## src/logic/wdcm_defs.vh

```
// constants shared by the watchdog and clock monitor block
`ifndef WDCM_DEFS_VH
`define WDCM_DEFS_VH

// ==========================================================================
// register indices (byte address is four times the index)
// ==========================================================================
`define WDCM_IDX_OPTIONS 16'h1039
`define WDCM_IDX_SERVICE 16'h103A
`define WDCM_IDX_TEST 16'h103E
`define WDCM_IDX_CONFIG 16'h103F
`define WDCM_IDX_IRQ_STATUS 16'h1040
`define WDCM_IDX_IRQ_CLEAR 16'h1041
`define WDCM_IDX_IRQ_ENABLE 16'h1042
`define WDCM_IDX_STATE 16'h1043

// ==========================================================================
// system options fields
// ==========================================================================
`define WDCM_OPT_CONVERTER_POWER_UP 7
`define WDCM_OPT_CONVERTER_CLOCK_SELECT 6
`define WDCM_OPT_IRQ_EDGE_SELECT 5
`define WDCM_OPT_OSCILLATOR_DELAY_ENABLE 4
`define WDCM_OPT_CLOCK_MONITOR_ENABLE 3
`define WDCM_OPT_RATE_HI 1
`define WDCM_OPT_RATE_LO 0
`define WDCM_OPTIONS_RESET 8'h10
`define WDCM_OPT_ONCE_MASK 8'h33
`define WDCM_OPT_ANYTIME_MASK 8'hC8

// ==========================================================================
// configuration and test control fields
// ==========================================================================
`define WDCM_CFG_WATCHDOG_DISABLE_BIT 2
`define WDCM_CFG_PROGRAM_MEMORY_ENABLE 1
`define WDCM_CFG_NONVOLATILE_MEMORY_ENABLE 0
`define WDCM_CFG_MASK 8'h07
`define WDCM_CONFIG_RESET 8'h03
`define WDCM_TEST_DISABLE_RESETS_BIT 0

// ==========================================================================
// service keys
// ==========================================================================
`define WDCM_KEY_ARM 8'h55
`define WDCM_KEY_CLEAR 8'hAA

// ==========================================================================
// interrupt status bits
// ==========================================================================
`define WDCM_IRQ_WATCHDOG_TIMEOUT 0
`define WDCM_IRQ_CLOCK_FAIL 1
`define WDCM_IRQ_SERVICE_DONE 2
`define WDCM_IRQ_EXTERNAL_RESET 3
`define WDCM_IRQ_BITS 4

// ==========================================================================
// timing, in bus clock cycles; the rate factors count prescaler periods
// ==========================================================================
`define WDCM_PRESCALE_DIV 32768
`define WDCM_ONCE_WINDOW 7'd64
`define WDCM_RATE_F0 7'd1
`define WDCM_RATE_F1 7'd4
`define WDCM_RATE_F2 7'd16
`define WDCM_RATE_F3 7'd64
`define WDCM_RST_DRIVE_CYC 3'd4
`define WDCM_RST_SAMPLE_CYC 3'd2

// reset cause codes
`define WDCM_CAUSE_NONE 2'h0
`define WDCM_CAUSE_WATCHDOG 2'h1
`define WDCM_CAUSE_CLOCK 2'h2
`define WDCM_CAUSE_EXTERNAL 2'h3

`endif

```

## src/logic/wdcm_reset_seq.v

```verilog
// reset pin sequencer: drives the pin, then tells internal from external reset
`timescale 1ns/1ps
`default_nettype none
`include "wdcm_defs.vh"

module wdcm_reset_seq (
   input wire clk_sys_in,
   input wire rst_n_in,
   input wire start_in,
   input wire reset_pin_in,
   output wire reset_pin_out,
   output wire reset_pin_oe_out,
   output wire busy_out,
   output reg done_out,
   output reg external_out
);
   // ======================================================================
   // states
   // ======================================================================
   localparam [3:0] ST_IDLE = 4'h1;
   localparam [3:0] ST_DRIVE = 4'h2;
   localparam [3:0] ST_WAIT = 4'h4;
   localparam [3:0] ST_EXT = 4'h8;

   reg [3:0] state_ff;
   reg [2:0] cnt_ff;

   // open drain: only ever pulls low
   assign reset_pin_out = 1'b0;
   assign reset_pin_oe_out = state_ff[1];
   assign busy_out = ~state_ff[0];

   // ======================================================================
   // sequence
   // ======================================================================
   always @(posedge clk_sys_in or negedge rst_n_in) begin
      if (!rst_n_in) begin
         state_ff <= ST_IDLE;
         cnt_ff <= 3'h0;
         done_out <= 1'b0;
         external_out <= 1'b0;
      end else begin
         done_out <= 1'b0;
         case (state_ff)
            ST_IDLE: begin
               cnt_ff <= 3'h0;
               if (start_in) begin
                  state_ff <= ST_DRIVE;
               end else if (!reset_pin_in) begin
                  state_ff <= ST_EXT;
               end
            end
            ST_DRIVE: begin
               if (cnt_ff == `WDCM_RST_DRIVE_CYC - 3'd1) begin
                  cnt_ff <= 3'h0;
                  state_ff <= ST_WAIT;
               end else begin
                  cnt_ff <= cnt_ff + 3'd1;
               end
            end
            ST_WAIT: begin
               if (cnt_ff == `WDCM_RST_SAMPLE_CYC - 3'd1) begin
                  if (!reset_pin_in) begin
                     state_ff <= ST_EXT;
                  end else begin
                     external_out <= 1'b0;
                     done_out <= 1'b1;
                     state_ff <= ST_IDLE;
                  end
               end else begin
                  cnt_ff <= cnt_ff + 3'd1;
               end
            end
            ST_EXT: begin
               // a pin still low after our release belongs to someone else
               if (reset_pin_in) begin
                  external_out <= 1'b1;
                  done_out <= 1'b1;
                  state_ff <= ST_IDLE;
               end
            end
            default: begin
               state_ff <= ST_IDLE;
            end
         endcase
      end
   end
endmodule // wdcm_reset_seq

`default_nettype wire

```

## src/logic/wdcm_top.v

```verilog
// watchdog timer, clock monitor and system options registers behind APB
//
// Functional notes
// - watchdog_disable_bit 0 enables the watchdog reset, 1 disables it.
// - watchdog disable change applies only after the next system reset; memory enables apply at once.
// - special modes start with disable_resets_bit set; writing 0 permits watchdog resets.
// - timeout is clock over 2^15 times factor 1, 4, 16 or 64.
// - rate select resets to zero; normal mode allows one write in 64 cycles.
// - irq edge, oscillator delay, rate bits write-once early; free in special modes.
// - writing 55 then AA to the service register clears the counter.
// - armed state survives other activity until the AA write.
// - timeout without completed service starts a system reset.
// - enabled clock monitor resets when the RC delay passes without clock.
// - clock monitor timing comes from the RC cell, not any clock.
// - watchdog counter halts when clocks stop; no timeout then.
// - monitor trips below 10 kHz, never at 200 kHz or above.
// - entering stop mode with clock monitor enabled produces a reset.
// - clock monitor enable is read/write anytime, cleared by reset.
// - irq edge select 0 gives level, 1 gives edge-only interrupt.
// - internal reset drives the pin low 4 cycles, samples 2 later.
`timescale 1ns/1ps
`default_nettype none
`include "wdcm_defs.vh"

module wdcm_top #(
   parameter PRESCALE_DIV = `WDCM_PRESCALE_DIV,
   parameter [7:0] CONFIG_DEFAULT = `WDCM_CONFIG_RESET
) (
   input wire clk_sys_in,
   input wire rst_n_in,
   input wire psel_in,
   input wire penable_in,
   input wire pwrite_in,
   input wire [31:0] paddr_in,
   input wire [31:0] pwdata_in,
   output wire [31:0] prdata_out,
   output wire pready_out,
   output wire pslverr_out,
   input wire special_mode_in,
   input wire stop_mode_in,
   input wire rc_expired_in,
   input wire reset_pin_in,
   output wire reset_pin_out,
   output wire reset_pin_oe_out,
   output wire system_reset_out,
   input wire irq_n_in,
   input wire irq_ack_in,
   output wire irq_request_out,
   output wire converter_power_up_out,
   output wire converter_clock_select_out,
   output wire oscillator_delay_enable_out,
   output wire program_memory_enable_out,
   output wire nonvolatile_memory_enable_out,
   output wire interrupt_out
);
   // prescaler must divide by at least two
   localparam PRESCALE_W = $clog2(PRESCALE_DIV);
   localparam integer PRESCALE_LAST_INT = PRESCALE_DIV - 1;
   localparam [PRESCALE_W-1:0] PRESCALE_LAST = PRESCALE_LAST_INT[PRESCALE_W-1:0];

   // ======================================================================
   // decode helpers
   // ======================================================================
   function addr_hit;
      input [31:0] addr;
      input [15:0] idx;
      begin
         addr_hit = (addr == {14'h0000, idx, 2'b00});
      end
   endfunction

   function [6:0] rate_factor;
      input [1:0] sel;
      begin
         case (sel)
            2'b00: rate_factor = `WDCM_RATE_F0;
            2'b01: rate_factor = `WDCM_RATE_F1;
            2'b10: rate_factor = `WDCM_RATE_F2;
            default: rate_factor = `WDCM_RATE_F3;
         endcase
      end
   endfunction

   // ======================================================================
   // declarations
   // ======================================================================
   reg init_ff;
   reg special_mode_ff;
   reg wd_enable_ff;
   reg disable_resets_ff;
   reg [7:0] config_ff;
   reg [7:0] options_ff;
   reg once_locked_ff;
   reg [6:0] win_cnt_ff;
   reg [PRESCALE_W-1:0] prescale_ff;
   reg [6:0] wd_count_ff;
   reg armed_ff;
   reg [1:0] cause_ff;
   reg [`WDCM_IRQ_BITS-1:0] irq_status_ff;
   reg [`WDCM_IRQ_BITS-1:0] irq_enable_ff;
   reg [31:0] prdata_ff;
   reg pslverr_ff;
   reg irq_prev_n_ff;
   reg irq_edge_ff;
   reg irq_req_ff;
   reg [31:0] nxt_rdata;
   reg nxt_mapped;
   reg [`WDCM_IRQ_BITS-1:0] nxt_irq_status;
   wire setup;
   wire wr;
   wire load_strap;
   wire reinit;
   wire window_open;
   wire once_ok;
   wire tick;
   wire wd_trip;
   wire wd_reset_req;
   wire cm_fail;
   wire seq_start;
   wire seq_busy;
   wire seq_done;
   wire seq_external;
   wire service_arm;
   wire service_done;

   // ======================================================================
   // APB slave: zero wait states, read data captured in the setup cycle
   // ======================================================================
   assign setup = psel_in & ~penable_in;
   assign wr = psel_in & penable_in & pwrite_in;
   assign pready_out = 1'b1;
   assign prdata_out = prdata_ff;
   assign pslverr_out = pslverr_ff & psel_in & penable_in;

   always @* begin
      nxt_rdata = 32'h0000_0000;
      nxt_mapped = 1'b1;
      if (addr_hit(paddr_in, `WDCM_IDX_OPTIONS)) begin
         nxt_rdata[7:0] = options_ff;
      end else if (addr_hit(paddr_in, `WDCM_IDX_SERVICE)) begin
         nxt_rdata = 32'h0000_0000;
      end else if (addr_hit(paddr_in, `WDCM_IDX_TEST)) begin
         nxt_rdata[`WDCM_TEST_DISABLE_RESETS_BIT] = disable_resets_ff;
      end else if (addr_hit(paddr_in, `WDCM_IDX_CONFIG)) begin
         nxt_rdata[7:0] = config_ff;
      end else if (addr_hit(paddr_in, `WDCM_IDX_IRQ_STATUS)) begin
         nxt_rdata[`WDCM_IRQ_BITS-1:0] = irq_status_ff;
      end else if (addr_hit(paddr_in, `WDCM_IDX_IRQ_CLEAR)) begin
         nxt_rdata = 32'h0000_0000;
      end else if (addr_hit(paddr_in, `WDCM_IDX_IRQ_ENABLE)) begin
         nxt_rdata[`WDCM_IRQ_BITS-1:0] = irq_enable_ff;
      end else if (addr_hit(paddr_in, `WDCM_IDX_STATE)) begin
         nxt_rdata[25:24] = cause_ff;
         nxt_rdata[16] = special_mode_ff;
         nxt_rdata[15] = armed_ff;
         nxt_rdata[14] = wd_enable_ff;
         nxt_rdata[13] = window_open;
         nxt_rdata[12] = once_locked_ff;
         nxt_rdata[6:0] = wd_count_ff;
      end else begin
         nxt_mapped = 1'b0;
      end
   end

   always @(posedge clk_sys_in or negedge rst_n_in) begin
      if (!rst_n_in) begin
         prdata_ff <= 32'h0000_0000;
         pslverr_ff <= 1'b0;
      end else if (setup) begin
         prdata_ff <= pwrite_in ? 32'h0000_0000 : nxt_rdata;
         pslverr_ff <= ~nxt_mapped;
      end
   end

   // ======================================================================
   // strap capture and internal reinitialisation
   // ======================================================================
   // straps are taken by a clocked process after release, never by the reset
   assign load_strap = init_ff | seq_done;
   assign reinit = seq_done;

   always @(posedge clk_sys_in or negedge rst_n_in) begin
      if (!rst_n_in) begin
         init_ff <= 1'b1;
         special_mode_ff <= 1'b0;
         wd_enable_ff <= 1'b0;
         disable_resets_ff <= 1'b0;
      end else begin
         init_ff <= 1'b0;
         if (load_strap) begin
            special_mode_ff <= special_mode_in;
            wd_enable_ff <= ~config_ff[`WDCM_CFG_WATCHDOG_DISABLE_BIT];
            disable_resets_ff <= special_mode_in;
         end else if (wr && special_mode_ff && addr_hit(paddr_in, `WDCM_IDX_TEST)) begin
            disable_resets_ff <= pwdata_in[`WDCM_TEST_DISABLE_RESETS_BIT];
         end
      end
   end

   // survives internal resets so a new enable state can reach the next one
   always @(posedge clk_sys_in or negedge rst_n_in) begin
      if (!rst_n_in) begin
         config_ff <= CONFIG_DEFAULT & `WDCM_CFG_MASK;
      end else if (wr && addr_hit(paddr_in, `WDCM_IDX_CONFIG)) begin
         config_ff <= pwdata_in[7:0] & `WDCM_CFG_MASK;
      end
   end

   // ======================================================================
   // system options with the early write-once window
   // ======================================================================
   assign window_open = win_cnt_ff < `WDCM_ONCE_WINDOW;
   assign once_ok = special_mode_ff | (window_open & ~once_locked_ff);

   always @(posedge clk_sys_in or negedge rst_n_in) begin
      if (!rst_n_in) begin
         win_cnt_ff <= 7'h00;
      end else if (reinit) begin
         win_cnt_ff <= 7'h00;
      end else if (window_open) begin
         win_cnt_ff <= win_cnt_ff + 7'h01;
      end
   end

   always @(posedge clk_sys_in or negedge rst_n_in) begin
      if (!rst_n_in) begin
         options_ff <= `WDCM_OPTIONS_RESET;
         once_locked_ff <= 1'b0;
      end else if (reinit) begin
         options_ff <= `WDCM_OPTIONS_RESET;
         once_locked_ff <= 1'b0;
      end else if (wr && addr_hit(paddr_in, `WDCM_IDX_OPTIONS)) begin
         // bit 2 is unimplemented and stays zero through both masks
         if (once_ok) begin
            options_ff <= pwdata_in[7:0] & (`WDCM_OPT_ONCE_MASK | `WDCM_OPT_ANYTIME_MASK);
            once_locked_ff <= ~special_mode_ff;
         end else begin
            options_ff <= (options_ff & `WDCM_OPT_ONCE_MASK) |
                          (pwdata_in[7:0] & `WDCM_OPT_ANYTIME_MASK);
         end
      end
   end

   assign converter_power_up_out = options_ff[`WDCM_OPT_CONVERTER_POWER_UP];
   assign converter_clock_select_out = options_ff[`WDCM_OPT_CONVERTER_CLOCK_SELECT];
   assign oscillator_delay_enable_out = options_ff[`WDCM_OPT_OSCILLATOR_DELAY_ENABLE];
   assign program_memory_enable_out = config_ff[`WDCM_CFG_PROGRAM_MEMORY_ENABLE];
   assign nonvolatile_memory_enable_out = config_ff[`WDCM_CFG_NONVOLATILE_MEMORY_ENABLE];

   // ======================================================================
   // watchdog prescaler, counter and service keys
   // ======================================================================
   // stop mode stands for the halted clock: the prescaler and watchdog counter do not advance then
   assign tick = (prescale_ff == PRESCALE_LAST) & ~stop_mode_in;
   assign service_arm = wr & addr_hit(paddr_in, `WDCM_IDX_SERVICE) &
                        (pwdata_in[7:0] == `WDCM_KEY_ARM);
   assign service_done = wr & addr_hit(paddr_in, `WDCM_IDX_SERVICE) &
                         (pwdata_in[7:0] == `WDCM_KEY_CLEAR) & armed_ff;
   // one extra tick because the first one after a clear can come at once
   assign wd_trip = wd_enable_ff & tick & ~seq_busy &
                    (wd_count_ff == rate_factor(options_ff[1:0]));
   assign wd_reset_req = wd_trip & ~disable_resets_ff;

   always @(posedge clk_sys_in or negedge rst_n_in) begin
      if (!rst_n_in) begin
         prescale_ff <= {PRESCALE_W{1'b0}};
      end else if (!stop_mode_in) begin
         // free running: a service does not realign it
         prescale_ff <= (prescale_ff == PRESCALE_LAST) ? {PRESCALE_W{1'b0}} :
                        prescale_ff + {{(PRESCALE_W-1){1'b0}}, 1'b1};
      end
   end

   always @(posedge clk_sys_in or negedge rst_n_in) begin
      if (!rst_n_in) begin
         wd_count_ff <= 7'h00;
      end else if (reinit || !wd_enable_ff || seq_busy || service_done || wd_trip) begin
         wd_count_ff <= 7'h00;
      end else if (tick) begin
         wd_count_ff <= wd_count_ff + 7'h01;
      end
   end

   always @(posedge clk_sys_in or negedge rst_n_in) begin
      if (!rst_n_in) begin
         armed_ff <= 1'b0;
      end else if (reinit || service_done) begin
         armed_ff <= 1'b0;
      end else if (service_arm) begin
         armed_ff <= 1'b1;
      end
   end

   // ======================================================================
   // clock monitor
   // ======================================================================
   // the RC cell times the clock gap on its own and reports a level; the
   // 10 kHz and 200 kHz limits are properties of that cell, not of this logic
   assign cm_fail = options_ff[`WDCM_OPT_CLOCK_MONITOR_ENABLE] &
                    (rc_expired_in | stop_mode_in);

   // ======================================================================
   // reset sequencing
   // ======================================================================
   // no start in the done cycle: the options are only reinitialised at its end
   assign seq_start = (wd_reset_req | cm_fail) & ~seq_busy & ~seq_done;
   assign system_reset_out = seq_busy;

   wdcm_reset_seq u_reset_seq (
      .clk_sys_in(clk_sys_in),
      .rst_n_in(rst_n_in),
      .start_in(seq_start),
      .reset_pin_in(reset_pin_in),
      .reset_pin_out(reset_pin_out),
      .reset_pin_oe_out(reset_pin_oe_out),
      .busy_out(seq_busy),
      .done_out(seq_done),
      .external_out(seq_external)
   );

   // clock monitor wins over watchdog when both fire together
   always @(posedge clk_sys_in or negedge rst_n_in) begin
      if (!rst_n_in) begin
         cause_ff <= `WDCM_CAUSE_NONE;
      end else if (seq_done && seq_external) begin
         cause_ff <= `WDCM_CAUSE_EXTERNAL;
      end else if (seq_start && cm_fail) begin
         cause_ff <= `WDCM_CAUSE_CLOCK;
      end else if (seq_start) begin
         cause_ff <= `WDCM_CAUSE_WATCHDOG;
      end
   end

   // ======================================================================
   // external interrupt conditioning
   // ======================================================================
   always @(posedge clk_sys_in or negedge rst_n_in) begin
      if (!rst_n_in) begin
         irq_prev_n_ff <= 1'b1;
         irq_edge_ff <= 1'b0;
         irq_req_ff <= 1'b0;
      end else begin
         irq_prev_n_ff <= irq_n_in;
         if (irq_prev_n_ff && !irq_n_in) begin
            irq_edge_ff <= 1'b1; // set beats acknowledge
         end else if (irq_ack_in) begin
            irq_edge_ff <= 1'b0;
         end
         irq_req_ff <= options_ff[`WDCM_OPT_IRQ_EDGE_SELECT] ?
                       irq_edge_ff : ~irq_n_in;
      end
   end

   assign irq_request_out = irq_req_ff;

   // ======================================================================
   // interrupt status, clear and enable
   // ======================================================================
   always @* begin
      nxt_irq_status = irq_status_ff;
      if (wr && addr_hit(paddr_in, `WDCM_IDX_IRQ_CLEAR)) begin
         nxt_irq_status = nxt_irq_status & ~pwdata_in[`WDCM_IRQ_BITS-1:0];
      end
      // events after the clear so a coincident event survives it
      if (wd_trip) begin
         nxt_irq_status[`WDCM_IRQ_WATCHDOG_TIMEOUT] = 1'b1;
      end
      if (seq_start && cm_fail) begin
         nxt_irq_status[`WDCM_IRQ_CLOCK_FAIL] = 1'b1;
      end
      if (service_done) begin
         nxt_irq_status[`WDCM_IRQ_SERVICE_DONE] = 1'b1;
      end
      if (seq_done && seq_external) begin
         nxt_irq_status[`WDCM_IRQ_EXTERNAL_RESET] = 1'b1;
      end
   end

   // status and enable are kept over internal resets so the cause stays visible
   always @(posedge clk_sys_in or negedge rst_n_in) begin
      if (!rst_n_in) begin
         irq_status_ff <= {`WDCM_IRQ_BITS{1'b0}};
         irq_enable_ff <= {`WDCM_IRQ_BITS{1'b0}};
      end else begin
         irq_status_ff <= nxt_irq_status;
         if (wr && addr_hit(paddr_in, `WDCM_IDX_IRQ_ENABLE)) begin
            irq_enable_ff <= pwdata_in[`WDCM_IRQ_BITS-1:0];
         end
      end
   end

   assign interrupt_out = |(irq_status_ff & irq_enable_ff);
endmodule // wdcm_top

`default_nettype wire

```

## config.mk

```make
export PLATFORM = sky130hd
export DESIGN_NAME = wdcm_top
export DESIGN_NICKNAME = d
export VERILOG_FILES = /design/src/logic/wdcm_reset_seq.v /design/src/logic/wdcm_top.v
export VERILOG_INCLUDE_DIRS = /design/src /design/src/logic
export SDC_FILE = /design/constraint.sdc
export NUM_CORES = 1
export LEC_CHECK = 0
export BUFFER_PORTS_ARGS = -buffer_cell sky130_fd_sc_hd__buf_2
export CORE_ASPECT_RATIO = 1.75
export CORE_UTILIZATION = 48
export DETAILED_ROUTE_END_ITERATION = 8
export HOLD_SLACK_MARGIN = 0.15
export PLACE_DENSITY = 0.77
export SLEW_MARGIN = 20
export SYNTH_ARGS = -nofsm -noshare
export SYNTH_HDL_FRONTEND = slang
export SYNTH_HIERARCHICAL = 1
export SYNTH_SLANG_ARGS = --single-unit
export TNS_END_PERCENT = 50
```

## constraint.sdc

```tcl
create_clock -name clk_sys_in -period 2.8 [get_ports clk_sys_in]
set_clock_uncertainty 0.1 [all_clocks]
set_input_delay 0.84 -clock clk_sys_in [delete_from_list [all_inputs] [get_ports clk_sys_in]]
set_output_delay 0.84 -clock clk_sys_in [all_outputs]
set_load 0.02 [all_outputs]
```

==> flow_metrics.py <==
metrics = {
    "status": {
        "status": "completed",
    },
    "floorplanning": {
        "initial_core_util": 0.495,
        "die_w_um": 75.2,
        "rows": 46,
        "die_area_um2": 9790,
        "core-area_um2": 9090,
        "die_h_um": 130,
        "io_pins": 119,
    },
    "timing": {
        "max_freq_mhz": 368,
        "slew_headroom": 0.453,
        "setup_ws_ns": 0.0830,
        "timing.final.crit_share": 0.970,
        "slew_violations": 0,
        "rsz0062_at_grt": "no",
        "whs_ns": 0.380,
        "worst_pin_slew_ns": 0.821,
        "finalSetupViolCount": 0,
        "min_period_ns": 2.72,
        "hold_viol": 0,
    },
    "worst_setup_path": {
        "crit_arrival_ns": 2.81,
        "crit_start": "u_reset_seq/state_ff[0]$_DFFE_PN1P_",
        "start_kind": "register",
        "crit_required_ns": 2.90,
        "criticalPathCategory": "reg2reg",
        "endpoint_kind": "register",
        "critPathMaxFanout": 9,
        "worstReg2RegStart": "u_reset_seq/state_ff[0]$_DFFE_PN1P_",
        "r2r_cells": 9,
    },
    "synthesis": {
        "ys_seq_area_frac": 0.463,
        "synthCells": 442,
        "yosys.area.top_type": "dfrtp_1",
        "synthTopCellsByCount": "dfrtp_1, nor2_1, nand2_1",
        "synthArstFlopShare": 1.00,
        "synth_ff_type": "dfrtp_1",
        "synth_most_common_cell": "dfrtp_1",
        "netlist.area_leader.share": 0.428,
        "synth_edf_count": 0,
        "yosysWarningCount": 6,
        "synth_area_leaders": "dfrtp_1, nor2_1, dfstp_2",
        "avgSynthCellArea_um2": 10.2,
        "synthesis.area_um2": 4500,
        "yosys_register_bits": 83,
        "ys_types": 64,
    },
    "place": {
        "numPortBuffers": 75,
        "place_area_um2": 5090,
        "hpwl_um": 8250,
        "post-place-ws_ns": -0.0167,
        "gp_congestion": 0.887,
        "placed_cells": 646,
    },
    "cells_and_area": {
        "layout.nets": 619,
        "instances_no_fill": 662,
        "drive_gt1_frac": 0.269,
        "num-fill-cells": 807,
        "fin_area_um2": 5400,
        "fin_util": 0.593,
        "syn_to_final_growth_pct": 19.8,
        "antennaDiodeCount": 0,
    },
    "job": {
        "max_cap_violations": 0,
    },
    "routing": {
        "drt-total-wl_um": 10900,
        "drtPass1Iterations": 5,
        "drtAntennaViolNets": 0,
        "drt_iter0_markers": 251,
        "drc": 0,
        "detail_route.wl_per_cell_um": 16.5,
        "num_vias": 3773,
        "viasPerCell": 5.70,
    },
    "global_route": {
        "grtUsageTotal": 0.238,
        "grt_antenna_before_repair": 0,
        "grt_pass1_wl_um": 17400,
        "grt_pass1_vias": 3768,
        "grt_remaining_overflow": 0,
        "grt_max_degree": 45,
    },
    "cts": {
        "cts_resized": 0,
        "cts.clk_slew.worst_paths_ns": 0.07,
        "holdBufCountCts": 0,
        "postCtsSetupBuffers": 0,
        "clockBufferDepth": 2,
        "clock_sinks": 83,
        "cts_tree": "yes",
        "clkLatencyLatePin_ns": 0.34,
        "cts_root_buf": "clkbuf_16",
        "cts.htree.levels": 3,
        "cts_buffers": 9,
    },
    "power": {
        "leakage_nw": 2.56,
        "peakVddDrop_mv": 0.373,
        "p_per_area_nw_per_um2": 616,
    },
    "worst_hold_path": {
        "holdCritPathClass": "in2async",
    },
}
## critical path, stage by stage (launching register included)
cell	delay (ns)
dfstp_2	0.63
inv_1	0.10
or4_1	0.52
nor2_1	0.10
o2111ai_1	0.14
or3_1	0.39
a211oi_2	0.28
nor3_1	0.07
o21ai_0	0.16
o22ai_1	0.08
## cell families (layout without fill, tap and decap cells)
logic type / Yosys count / after routing / synth area share
compound gates: 74 / 74 / 0.114
xor+xnor: 24 / 24 / 0.0467
fa+ha+maj: 7 / 7 / 0.0194
buf+inv: 48 / 131 / 0.0586
flops: 83 / 83 / 0.463
mux: 25 / 25 / 0.0592
other cells: 3 / 20 / 0.00250
simple gates: 178 / 178 / 0.236
## flip-flops by register name (all words and copies together), names as in the netlist, 2 cells and up
name / flops
u_reset_seq/state_ff: 4
u_reset_seq/cnt_ff: 3
irq_enable_ff: 4
prescale_ff: 15
options_ff: 7
wd_count_ff: 7
prdata_out: 15
irq_status_ff: 4
win_cnt_ff: 7
config_ff: 3
cause_ff: 2
## cell usage in the layout (no fill, tap or decap), drive strengths merged, types with 11 or more instances in the layout
cell type,instances
a21oi,11
a22o,11
buf,98
conb,20
dfrtp,77
inv,20
mux2,13
mux2i,12
nand2,32
nand3,16
nand4,11
nor2,48
nor4,14
o21ai,16
xor2,14
## through the flow
stage | total power [W] | TNS, ns
2_1_floorplan | 0.00194 | 0
3_3_place_gp | 0.00210 | -0.0245
3_5_place_dp | 0.00215 | -0.0232
4_1_cts | 0.00335 | 0
5_1_grt | 0.00349 | 0
6_report | 0.00332 | 0
## layout make-up
cell class | instances | area, um^2 | area share
clock buffers | 9 | 225 | 0.0417
clock inverters | 7 | 81.3 | 0.0151
inverters | 17 | 63.8 | 0.0118
multi-input cells | 328 | 2230 | 0.413
flip-flops and latches | 83 | 2080 | 0.386
well taps | 120 | 150 | 0.0278
repair buffers | 98 | 563 | 0.104
## final timing paths
path                                                  endpoint  slack [ns]
setup reg to reg           u_reset_seq/state_ff[3]$_DFFE_PN0P_        0.08
min in group clk_sys_in                 pslverr_ff$_DFFE_PN0P_        0.38
setup / recovery           u_reset_seq/state_ff[3]$_DFFE_PN0P_        0.08
max in group asynchronous                    init_ff$_DFF_PN1_        1.53
hold reg to reg                         pslverr_ff$_DFFE_PN0P_        0.38
hold / removal               u_reset_seq/cnt_ff[2]$_DFFE_PN0P_        0.38
## report_power, final
| group | internal (W) | switching [W] |
|---|---|---|
| combinational | 0.000255 | 0.000346 |
| clock | 0.000635 | 0.000548 |
| sequential | 0.00136 | 0.000181 |
## layer usage
metal | GRT usage | part of all wire
met1 | 0.244 | 0.37
met2 | 0.429 | 0.54
met3 | 0.0409 | 0.046
met4 | 0.155 | 0.045
met5 | 0 | 0
Power figures use the tool's default switching activity.
